`src/design/ofsr_pkg.sv`:
```
// package: constants and carrier types for the output fault status and recovery block
package ofsr_pkg;
  // ==========================================================================
  // register map (byte addresses)
  // ==========================================================================
  localparam logic [7:0] OFSR_ADDR_STATUS_BASE = 8'h00; // one status word per output, word i at 4*i
  localparam logic [7:0] OFSR_ADDR_CTRL        = 8'h40; // secondary re-enable request (write, pulse)
  localparam logic [7:0] OFSR_ADDR_SWITCH      = 8'h44; // switch enable state (read)
  localparam logic [7:0] OFSR_ADDR_LIMIT       = 8'h48; // end of register map, one past the switch register
  localparam int         OFSR_ADDR_W           = 8;

  // ==========================================================================
  // status word layout
  // ==========================================================================
  localparam int OFSR_BIT_OVERLOAD = 4;
  localparam int OFSR_BIT_BADMODE  = 5;
  localparam int OFSR_BIT_SAFEFAIL = 6;
  localparam int OFSR_BIT_SWOFF    = 7;
  localparam int OFSR_BIT_SUPPLY   = 8;

  localparam logic [1:0] OFSR_RESP_OKAY   = 2'h0;
  localparam logic [1:0] OFSR_RESP_SLVERR = 2'h2;

  // ==========================================================================
  // timing
  // ==========================================================================
  localparam int OFSR_CLK_MHZ     = 125;
  localparam int OFSR_HOLD_MS     = 250;
  localparam int OFSR_HOLD_CYCLES = OFSR_HOLD_MS * 1000 * OFSR_CLK_MHZ; // 31,250,000
  localparam int OFSR_CNT_W       = 25;

  // ==========================================================================
  // carriers
  // ==========================================================================
  typedef struct packed {
    logic overload;
    logic badMode;
    logic safeFail;
    logic swOff;
    logic supply;
  } ofsr_flags_t;

  // per-output supervisor state
  typedef enum logic [2:0] {
    OFSR_RUN   = 3'h1,
    OFSR_TRIP  = 3'h2,
    OFSR_ARMED = 3'h4
  } ofsr_ovl_t;
endpackage : ofsr_pkg

```
`src/design/ofsr_hold_timer.sv`:
```
// module: one-output off-time timer, counts cycles a condition has held
`timescale 1ns/1ps
`default_nettype none
module ofsr_hold_timer
  import ofsr_pkg::*;
#(
  parameter int HOLD_CYCLES = OFSR_HOLD_CYCLES
) (
  // clock and reset
  input  wire logic clk,
  input  wire logic reset,
  // condition
  input  wire logic holdActive,
  // result
  output logic      holdDone
);
  typedef struct packed {
    logic [OFSR_CNT_W-1:0] cnt;
    logic                  done;
  } ofsr_tmr_t;

  ofsr_tmr_t state_q;
  ofsr_tmr_t state_d;

  // ==========================================================================
  // counter: restarts whenever the condition drops
  // ==========================================================================
  always_comb begin
    state_d = state_q;
    if (!holdActive) begin
      state_d.cnt  = '0;
      state_d.done = 1'b0;
    end else if (state_q.cnt >= OFSR_CNT_W'(HOLD_CYCLES - 1)) begin
      state_d.done = 1'b1; // saturate, no wrap
    end else begin
      state_d.cnt = state_q.cnt + OFSR_CNT_W'(1);
    end
  end

  always_ff @(posedge clk or posedge reset) begin
    if (reset) begin
      state_q <= '0;
    end else begin
      state_q <= state_d;
    end
  end

  assign holdDone = state_q.done;
endmodule : ofsr_hold_timer
`default_nettype wire

```
`src/design/ofsr_output_supervisor.sv`:
```
// module: per-output fault status and recovery supervisor with AXI4-Lite status access
// What this block does
// - overload sets bit 4, output disabled
// - after hold, clear bit 4, re-enable
// - invalid mode selection sets bit 5
// - valid mode selected clears bit 5
// - safety failure sets bit 6 until power-up
// - secondary switch-off sets bit 7
// - secondary re-enables after 250 ms, output off
// - supply out of range sets bit 8
// - bit 8 clears: all off, supply good
// - switch stays off 250 ms, requests ignored
//
// Register access over AXI4-Lite and the register addresses were left to the implementer.
`timescale 1ns/1ps
`default_nettype none
module ofsr_output_supervisor
  import ofsr_pkg::*;
#(
  parameter int N_OUT       = 8,
  parameter int HOLD_CYCLES = OFSR_HOLD_CYCLES
) (
  // clock and reset
  input  wire logic             clk,
  input  wire logic             reset,
  // axi4-lite write address / data / response
  input  wire logic [7:0]       s_axi_awaddr,
  input  wire logic             s_axi_awvalid,
  output logic                  s_axi_awready,
  input  wire logic [31:0]      s_axi_wdata,
  input  wire logic [3:0]       s_axi_wstrb,
  input  wire logic             s_axi_wvalid,
  output logic                  s_axi_wready,
  output logic [1:0]            s_axi_bresp,
  output logic                  s_axi_bvalid,
  input  wire logic             s_axi_bready,
  // axi4-lite read
  input  wire logic [7:0]       s_axi_araddr,
  input  wire logic             s_axi_arvalid,
  output logic                  s_axi_arready,
  output logic [31:0]           s_axi_rdata,
  output logic [1:0]            s_axi_rresp,
  output logic                  s_axi_rvalid,
  input  wire logic             s_axi_rready,
  // primary side, per output except the shared supplyOk (pins, synchronised)
  input  wire logic [N_OUT-1:0] cmdOff,
  input  wire logic [N_OUT-1:0] modeValid,
  input  wire logic [N_OUT-1:0] overloadDet,
  input  wire logic [N_OUT-1:0] safetyLayerFail,
  input  wire logic             supplyOk,
  // secondary side switch-off requests, per output
  input  wire logic [N_OUT-1:0] secSwitchOff,
  // drive
  output logic [N_OUT-1:0]      outputEnable,
  output logic [N_OUT-1:0]      redundantHighSideSwitch
);
  // ==========================================================================
  // state
  // ==========================================================================
  typedef struct packed {
    logic [N_OUT-1:0] cmdOffS1, cmdOffS2, modeS1, modeS2, ovlS1, ovlS2, sfS1, sfS2, swS1, swS2;
    logic             supS1, supS2;
    ofsr_ovl_t [N_OUT-1:0] ovlSt;
    logic [N_OUT-1:0] fOvl, fMode, fSafe, fSw, fSup;
    logic [N_OUT-1:0] swOn;
    logic             wAddrHeld, wDataHeld;
    logic [7:0]       wAddr;
    logic [31:0]      wData;
    logic             bValid, rValid;
    logic [1:0]       bResp, rResp;
    logic [31:0]      rData;
  } ofsr_state_t;

  ofsr_state_t state_q;
  ofsr_state_t state_d;
  logic [N_OUT-1:0] ovlHoldDone;
  logic [N_OUT-1:0] swHoldDone;
  logic [N_OUT-1:0] reEnReq;

  // build the read word for one output; undefined bits stay zero
  function automatic logic [31:0] statusWord(input logic o, m, s, w, p);
    logic [31:0] v;
    v                    = '0;
    v[OFSR_BIT_OVERLOAD] = o;
    v[OFSR_BIT_BADMODE]  = m;
    v[OFSR_BIT_SAFEFAIL] = s;
    v[OFSR_BIT_SWOFF]    = w;
    v[OFSR_BIT_SUPPLY]   = p;
    return v;
  endfunction

  // ==========================================================================
  // off-time timers, one pair per output
  // ==========================================================================
  for (genvar i = 0; i < N_OUT; i++) begin : g_tmr
    ofsr_hold_timer #(.HOLD_CYCLES(HOLD_CYCLES)) u_ovl (
      .clk       (clk),
      .reset     (reset),
      .holdActive(state_q.ovlSt[i] != OFSR_RUN && state_q.cmdOffS2[i]),
      .holdDone  (ovlHoldDone[i])
    );
    ofsr_hold_timer #(.HOLD_CYCLES(HOLD_CYCLES)) u_sw (
      .clk       (clk),
      .reset     (reset),
      .holdActive(!state_q.swOn[i]),
      .holdDone  (swHoldDone[i])
    );
  end

  // ==========================================================================
  // next state
  // ==========================================================================
  always_comb begin
    logic        wFire;
    logic [7:0]  wa;
    logic [7:0]  ra;
    logic        allOff;
    state_d = state_q;
    wFire   = 1'b0;
    wa      = '0;
    ra      = '0;
    reEnReq = '0;
    allOff  = &state_q.cmdOffS2;
    // two-flop synchronisers on all primary and secondary pins, not the axi pins
    state_d.cmdOffS1 = cmdOff;      state_d.cmdOffS2 = state_q.cmdOffS1;
    state_d.modeS1   = modeValid;   state_d.modeS2   = state_q.modeS1;
    state_d.ovlS1    = overloadDet; state_d.ovlS2    = state_q.ovlS1;
    state_d.sfS1     = safetyLayerFail; state_d.sfS2 = state_q.sfS1;
    state_d.swS1     = secSwitchOff; state_d.swS2    = state_q.swS1;
    state_d.supS1    = supplyOk;    state_d.supS2    = state_q.supS1;

    // axi write: address and data captured in either order
    if (s_axi_awvalid && s_axi_awready) begin
      state_d.wAddrHeld = 1'b1;
      state_d.wAddr     = s_axi_awaddr;
    end
    if (s_axi_wvalid && s_axi_wready) begin
      state_d.wDataHeld = 1'b1;
      state_d.wData     = s_axi_wdata;
    end
    if (state_q.wAddrHeld && state_q.wDataHeld && !state_q.bValid) begin
      wFire             = 1'b1;
      wa                = state_q.wAddr;
      state_d.wAddrHeld = 1'b0;
      state_d.wDataHeld = 1'b0;
      state_d.bValid    = 1'b1;
      state_d.bResp     = (wa == OFSR_ADDR_CTRL) ? OFSR_RESP_OKAY : OFSR_RESP_SLVERR;
    end
    if (state_q.bValid && s_axi_bready) state_d.bValid = 1'b0;
    if (wFire && wa == OFSR_ADDR_CTRL) reEnReq = state_q.wData[N_OUT-1:0];

    // per-output supervision
    for (int i = 0; i < N_OUT; i++) begin
      // overload: trip immediately, recover after off-time held
      case (state_q.ovlSt[i])
        OFSR_RUN:   if (state_q.ovlS2[i]) state_d.ovlSt[i] = OFSR_TRIP;
        OFSR_TRIP:  if (ovlHoldDone[i]) state_d.ovlSt[i] = OFSR_ARMED;
        OFSR_ARMED: state_d.ovlSt[i] = OFSR_RUN;
        default:    state_d.ovlSt[i] = OFSR_TRIP;
      endcase
      if (state_q.ovlSt[i] == OFSR_RUN && state_q.ovlS2[i]) state_d.fOvl[i] = 1'b1;
      else if (state_q.ovlSt[i] == OFSR_ARMED) state_d.fOvl[i] = 1'b0;
      // mode flag follows selection
      state_d.fMode[i] = !state_q.modeS2[i];
      // safety failure is sticky to power-up reset only
      if (state_q.sfS2[i]) state_d.fSafe[i] = 1'b1;
      // redundant switch: secondary cuts, re-enable only after hold and off command
      if (state_q.swS2[i]) begin
        state_d.swOn[i] = 1'b0;
        state_d.fSw[i]  = 1'b1;
      end else if (reEnReq[i] && !state_q.swOn[i] && swHoldDone[i] && state_q.cmdOffS2[i]) begin
        state_d.swOn[i] = 1'b1;
        state_d.fSw[i]  = 1'b0;
      end
      // supply: set wins over clear
      if (!state_q.supS2) state_d.fSup[i] = 1'b1;
      else if (allOff) state_d.fSup[i] = 1'b0;
    end

    // axi read
    if (s_axi_arvalid && s_axi_arready) begin
      ra             = s_axi_araddr;
      state_d.rValid = 1'b1;
      state_d.rResp  = OFSR_RESP_OKAY;
      state_d.rData  = '0;
      if (ra < OFSR_ADDR_LIMIT && ra[1:0] == 2'h0 && int'(ra[7:2]) < N_OUT) begin
        for (int i = 0; i < N_OUT; i++) begin
          if (int'(ra[7:2]) == i)
            state_d.rData = statusWord(state_q.fOvl[i], state_q.fMode[i], state_q.fSafe[i],
                                       state_q.fSw[i], state_q.fSup[i]);
        end
      end else if (ra == OFSR_ADDR_SWITCH) begin
        state_d.rData[N_OUT-1:0] = state_q.swOn;
      end else if (ra != OFSR_ADDR_CTRL) begin
        state_d.rResp = OFSR_RESP_SLVERR;
      end
    end else if (state_q.rValid && s_axi_rready) begin
      state_d.rValid = 1'b0;
    end
  end

  // ==========================================================================
  // registers: power-up reset zeroes them, except overload state RUN, switches on, supply and mode sync flops set
  // ==========================================================================
  always_ff @(posedge clk or posedge reset) begin
    if (reset) begin
      state_q       <= '0;
      state_q.ovlSt <= {N_OUT{OFSR_RUN}};
      state_q.swOn  <= '1;
      state_q.supS1 <= 1'b1;
      state_q.supS2 <= 1'b1;
      state_q.modeS1 <= '1;
      state_q.modeS2 <= '1;
    end else begin
      state_q <= state_d;
    end
  end

  // ==========================================================================
  // outputs
  // ==========================================================================
  assign s_axi_awready = !state_q.wAddrHeld;
  assign s_axi_wready  = !state_q.wDataHeld;
  assign s_axi_bvalid  = state_q.bValid;
  assign s_axi_bresp   = state_q.bResp;
  assign s_axi_arready = !state_q.rValid;
  assign s_axi_rvalid  = state_q.rValid;
  assign s_axi_rdata   = state_q.rData;
  assign s_axi_rresp   = state_q.rResp;
  // drive cut by overload, invalid mode, safety failure, or supply fault
  always_comb begin
    for (int i = 0; i < N_OUT; i++) begin
      outputEnable[i] = state_q.ovlSt[i] == OFSR_RUN && !state_q.fOvl[i] && !state_q.fSafe[i]
                        && !state_q.fSup[i] && !state_q.fMode[i];
    end
  end
  assign redundantHighSideSwitch = state_q.swOn;
endmodule : ofsr_output_supervisor
`default_nettype wire

```
`config.mk`:
```
export PLATFORM = sky130hd
export DESIGN_NAME = ofsr_output_supervisor
export DESIGN_NICKNAME = d
export VERILOG_FILES = /design/src/design/ofsr_pkg.sv /design/src/design/ofsr_hold_timer.sv /design/src/design/ofsr_output_supervisor.sv
export SDC_FILE = /design/constraint.sdc
export NUM_CORES = 2
export LEC_CHECK = 0
export BUFFER_PORTS_ARGS = -buffer_cell sky130_fd_sc_hd__buf_4
export CORE_UTILIZATION = 60
export DETAILED_ROUTE_END_ITERATION = 16
export PLACE_DENSITY = 0.79
export SYNTH_ARGS = -nofsm -noshare
export SYNTH_HDL_FRONTEND = slang
export SYNTH_SLANG_ARGS = --single-unit
```
`constraint.sdc`:
```
create_clock -name clk -period 24.8 [get_ports clk]
set_input_delay 3.72 -clock clk [delete_from_list [all_inputs] [get_ports clk]]
set_output_delay 3.72 -clock clk [all_outputs]
set_load 0.1 [all_outputs]
```
==> impl_metrics.env <==
export IMPL_status="completed"
export IMPL_post_cts_buffers=0
export IMPL_portBuffers=103
export IMPL_diodes=0
export IMPL_hold_viol_final=0
export IMPL_cts_htree_levels=2
export IMPL_wl_per_cell_um=16.7
export IMPL_yosys_area_top_type_share_pct=50.6
export IMPL_cp_start_kind="flop"
export IMPL_ys_top_cells_by_area="dfrtp_1 (51%), xor2_1 (8.9%), nor2_1 (6.3%)"
export IMPL_coreArea_um2=45500
export IMPL_cts_sinks=594
export IMPL_row_count=78
export IMPL_insertion_delay_ns=0.63
export IMPL_setup_ws_ns=18.81
export IMPL_floorplan_initialDensity_pct=60.8
export IMPL_finalSetupViolations=0
export IMPL_dr_total_vias=20225
export IMPL_die_w_um=217
export IMPL_grt_max_degree=140
export IMPL_cts_resized=0
export IMPL_rsz0062_at_grt="false"
export IMPL_avgSynthCellArea_um2=10.1
export IMPL_routabilityCongestion=0.849
export IMPL_power_density_nw_per_um2=67.7
export IMPL_r2r_start="g_tmr[7].u_sw.state_q[1]$_DFFE_PP0P_"
export IMPL_worstMarginPinSlew_ns=1.16
export IMPL_place_area_um2=28700
export IMPL_multi_input_area_um2=11900
export IMPL_drive_gt1_share_pct=10.5
export IMPL_reg2regPathDepth=8
export IMPL_r2r_slack_ns=21.83
export IMPL_drt_pass1_iterations=7
export IMPL_slew_violations=0
export IMPL_ios=157
export IMPL_drv_cap=0
export IMPL_root_buffer="clkbuf_16"
export IMPL_grt_pass1_vias=20195
export IMPL_cp_end_kind="output port"
export IMPL_die_h_um=217
export IMPL_hold_end="state_q[221]$_DFF_PP0_"
export IMPL_ys_types=74
export IMPL_drc=0
export IMPL_syn_area_um2=27700
export IMPL_p_leak_nw=13.9
export IMPL_synth_top_cells_by_count="dfrtp_1 (560), nor2_1 (465), xor2_1 (280), nand3_1 (166), nand2_1 (156)"
export IMPL_cts_hold_buf=0
export IMPL_grt_pass1_wl_um=97600
export IMPL_initialDrtViolationCount=1590
export IMPL_worst_endpoint_arrival_ns=2.27
export IMPL_r2r_end="g_tmr[7].u_sw.state_q[25]$_DFFE_PP0P_"
export IMPL_synth_area_leader_cell="dfrtp_1"
export IMPL_fin_area_um2=30800
export IMPL_synth_seq_cells=594
export IMPL_whs_path_depth=0
export IMPL_grt_ovfl_total=0
export IMPL_antenna_found_initial=0
export IMPL_dp_hpwl_um=38500
export IMPL_nNetsFinal=2929
export IMPL_path_clk_slew_ns=0.06
export IMPL_cts_buffers=59
export IMPL_synth_edf_count=0
export IMPL_hp_class="reg -> reg"
export IMPL_maxSlewHeadroom_pct=22.1
export IMPL_fill_cells=3402
export IMPL_min_from="state_d[221]$_DFF_PP0_"
export IMPL_max_freq_mhz=167
export IMPL_dieArea_um2=47000
export IMPL_clock_skew_ns=0.0259
export IMPL_wl_um=57800
export IMPL_critPathKind="reg -> out"
export IMPL_syn_to_final_growth_pct=11.2
export IMPL_postRouteAntennaNets=0
export IMPL_ir_worst_vdd_v=0.0000681
export IMPL_grt_usage_pct=25.2
export IMPL_worstPathMaxFanout=4
export IMPL_synth_warnings=0
export IMPL_synth_flop_cell="dfrtp_1"
export IMPL_async_flop_share_pct=100
export IMPL_yosysMostFrequentCell="dfrtp_1"
export IMPL_setup_tns_final_ns=0
export IMPL_tritoncts="done"
export IMPL_regArea_um2=14900
export IMPL_period_minus_slack_ns=5.99
export IMPL_cp_required_ns=21.08
export IMPL_cts_path_max_buffers=3
export IMPL_holdWs_ns=0.336
export IMPL_synth_cells=2751
export IMPL_viasPerCell=5.84
export IMPL_place_ws_ns=18.17
export IMPL_fin_crit_sh_pct=24.2
export IMPL_ys_seq_area_share_pct=53.9
## registers in the layout (all words and copies together) (netlist names)
signal / count
s_axi_rresp: 1
redundantHighSideSwitch: 8
g_tmr.u_sw.holdDone: 8
s_axi_bvalid: 1
s_axi_bresp: 1
state_q: 116
s_axi_rdata: 9
g_tmr.u_ovl.holdDone: 8
s_axi_rvalid: 1
state_d: 41
g_tmr.u_sw.state_q: 200
g_tmr.u_ovl.state_q: 200
## cells by family after synthesis
| group | Yosys count | synth area share [%] |
|---|---|---|
| AND/OR/NAND/NOR | 1278 | 23.1 |
| buffers and inverters | 212 | 3.57 |
| XOR/XNOR | 350 | 11.1 |
| flip-flops | 594 | 53.9 |
| multiplexers | 34 | 1.49 |
| AO/OA/AOI/OAI | 266 | 6.11 |
| other | 1 | 0.0136 |
| adder cells (fa/ha/maj) | 16 | 0.724 |
## layout make-up
type                    count  area share, %
well taps                 600           2.44
multi-input cells        1969           38.6
repair buffers            115           2.81
clock buffers              74           5.31
clock inverters            38           1.49
flip-flops and latches    594           48.4
inverters                  74          0.927
## worst max-delay path by stage
stage,start,endpoint,slack (ns)
after floorplan,reset,g_tmr[0].u_ovl.holdDone$_DFFE_PP0P_,4.51
after global placement,reset,g_tmr[4].u_ovl.state_q[15]$_DFFE_PP0P_,18.26
after detailed placement,reset,g_tmr[2].u_sw.state_q[1]$_DFFE_PP0P_,18.17
after CTS,state_q[121]$_DFFE_PP0P_,outputEnable[1],18.75
after global routing,reset,g_tmr[4].u_ovl.state_q[7]$_DFFE_PP0P_,18.48
final,state_q[121]$_DFFE_PP0P_,outputEnable[1],18.81
## worst max-delay path, cell delays in order, from the launching register on
cell	delay (ns)
dfrtp_1	0.44
or4_1	0.59
nor3_1	0.27
buf_4	0.35
## metal layers
layer	track usage, %	up-vias	part of all wire [%]
met5	0	-	0
met4	8.59	0	2.7
met3	4.10	97	5.1
met2	42.2	447	49
met1	33.4	10068	43
li1	-	9613	-
## metrics by stage
stage	utilization [%]	power, mW	cells
final	67.7	2.08	3464
after global routing	67.7	2.15	3464
after CTS	67.7	2.10	3464
after detailed placement	63.1	1.15	3352
after global placement	63.1	1.15	3352
after floorplan	-	1.12	2775
## cells in the final DEF, fill, tap and decap left out, types with 7 or more instances in the layout
cell and n:
a21o_1 16, a21oi_1 82, a22o_1 7, a31oi_1 13
a41oi_1 7, and2_1 27, and3_1 103, and4_1 39
buf_4 115, bufinv_16 9, clkbuf_16 60, clkbuf_8 8
clkinv_2 18, conb_1 25, dfrtp_1 560, dfstp_2 34
ha_1 16, inv_1 73, mux2_2 17, mux2i_1 13
nand2_1 156, nand2b_1 7, nand3_1 166, nand4_1 134
nor2_1 465, nor2b_1 9, nor3_1 55, nor3b_1 8
nor4_1 25, nor4b_1 8, o211ai_1 9, o21a_1 9
o21ai_0 64, o22ai_1 7, o31ai_1 8, or2_2 9
or3_1 24, or4_1 19, xnor2_1 70, xor2_1 280
## power by group
group / internal (mW) / total (mW) / leakage [nW] / switching [mW]
combinational: 0.0329 / 0.119 / 5.13 / 0.0860
clock: 0.563 / 0.947 / 1.03 / 0.384
sequential: 0.998 / 1.02 / 7.69 / 0.0188
Note: power is estimated with default switching activity, not from simulation.
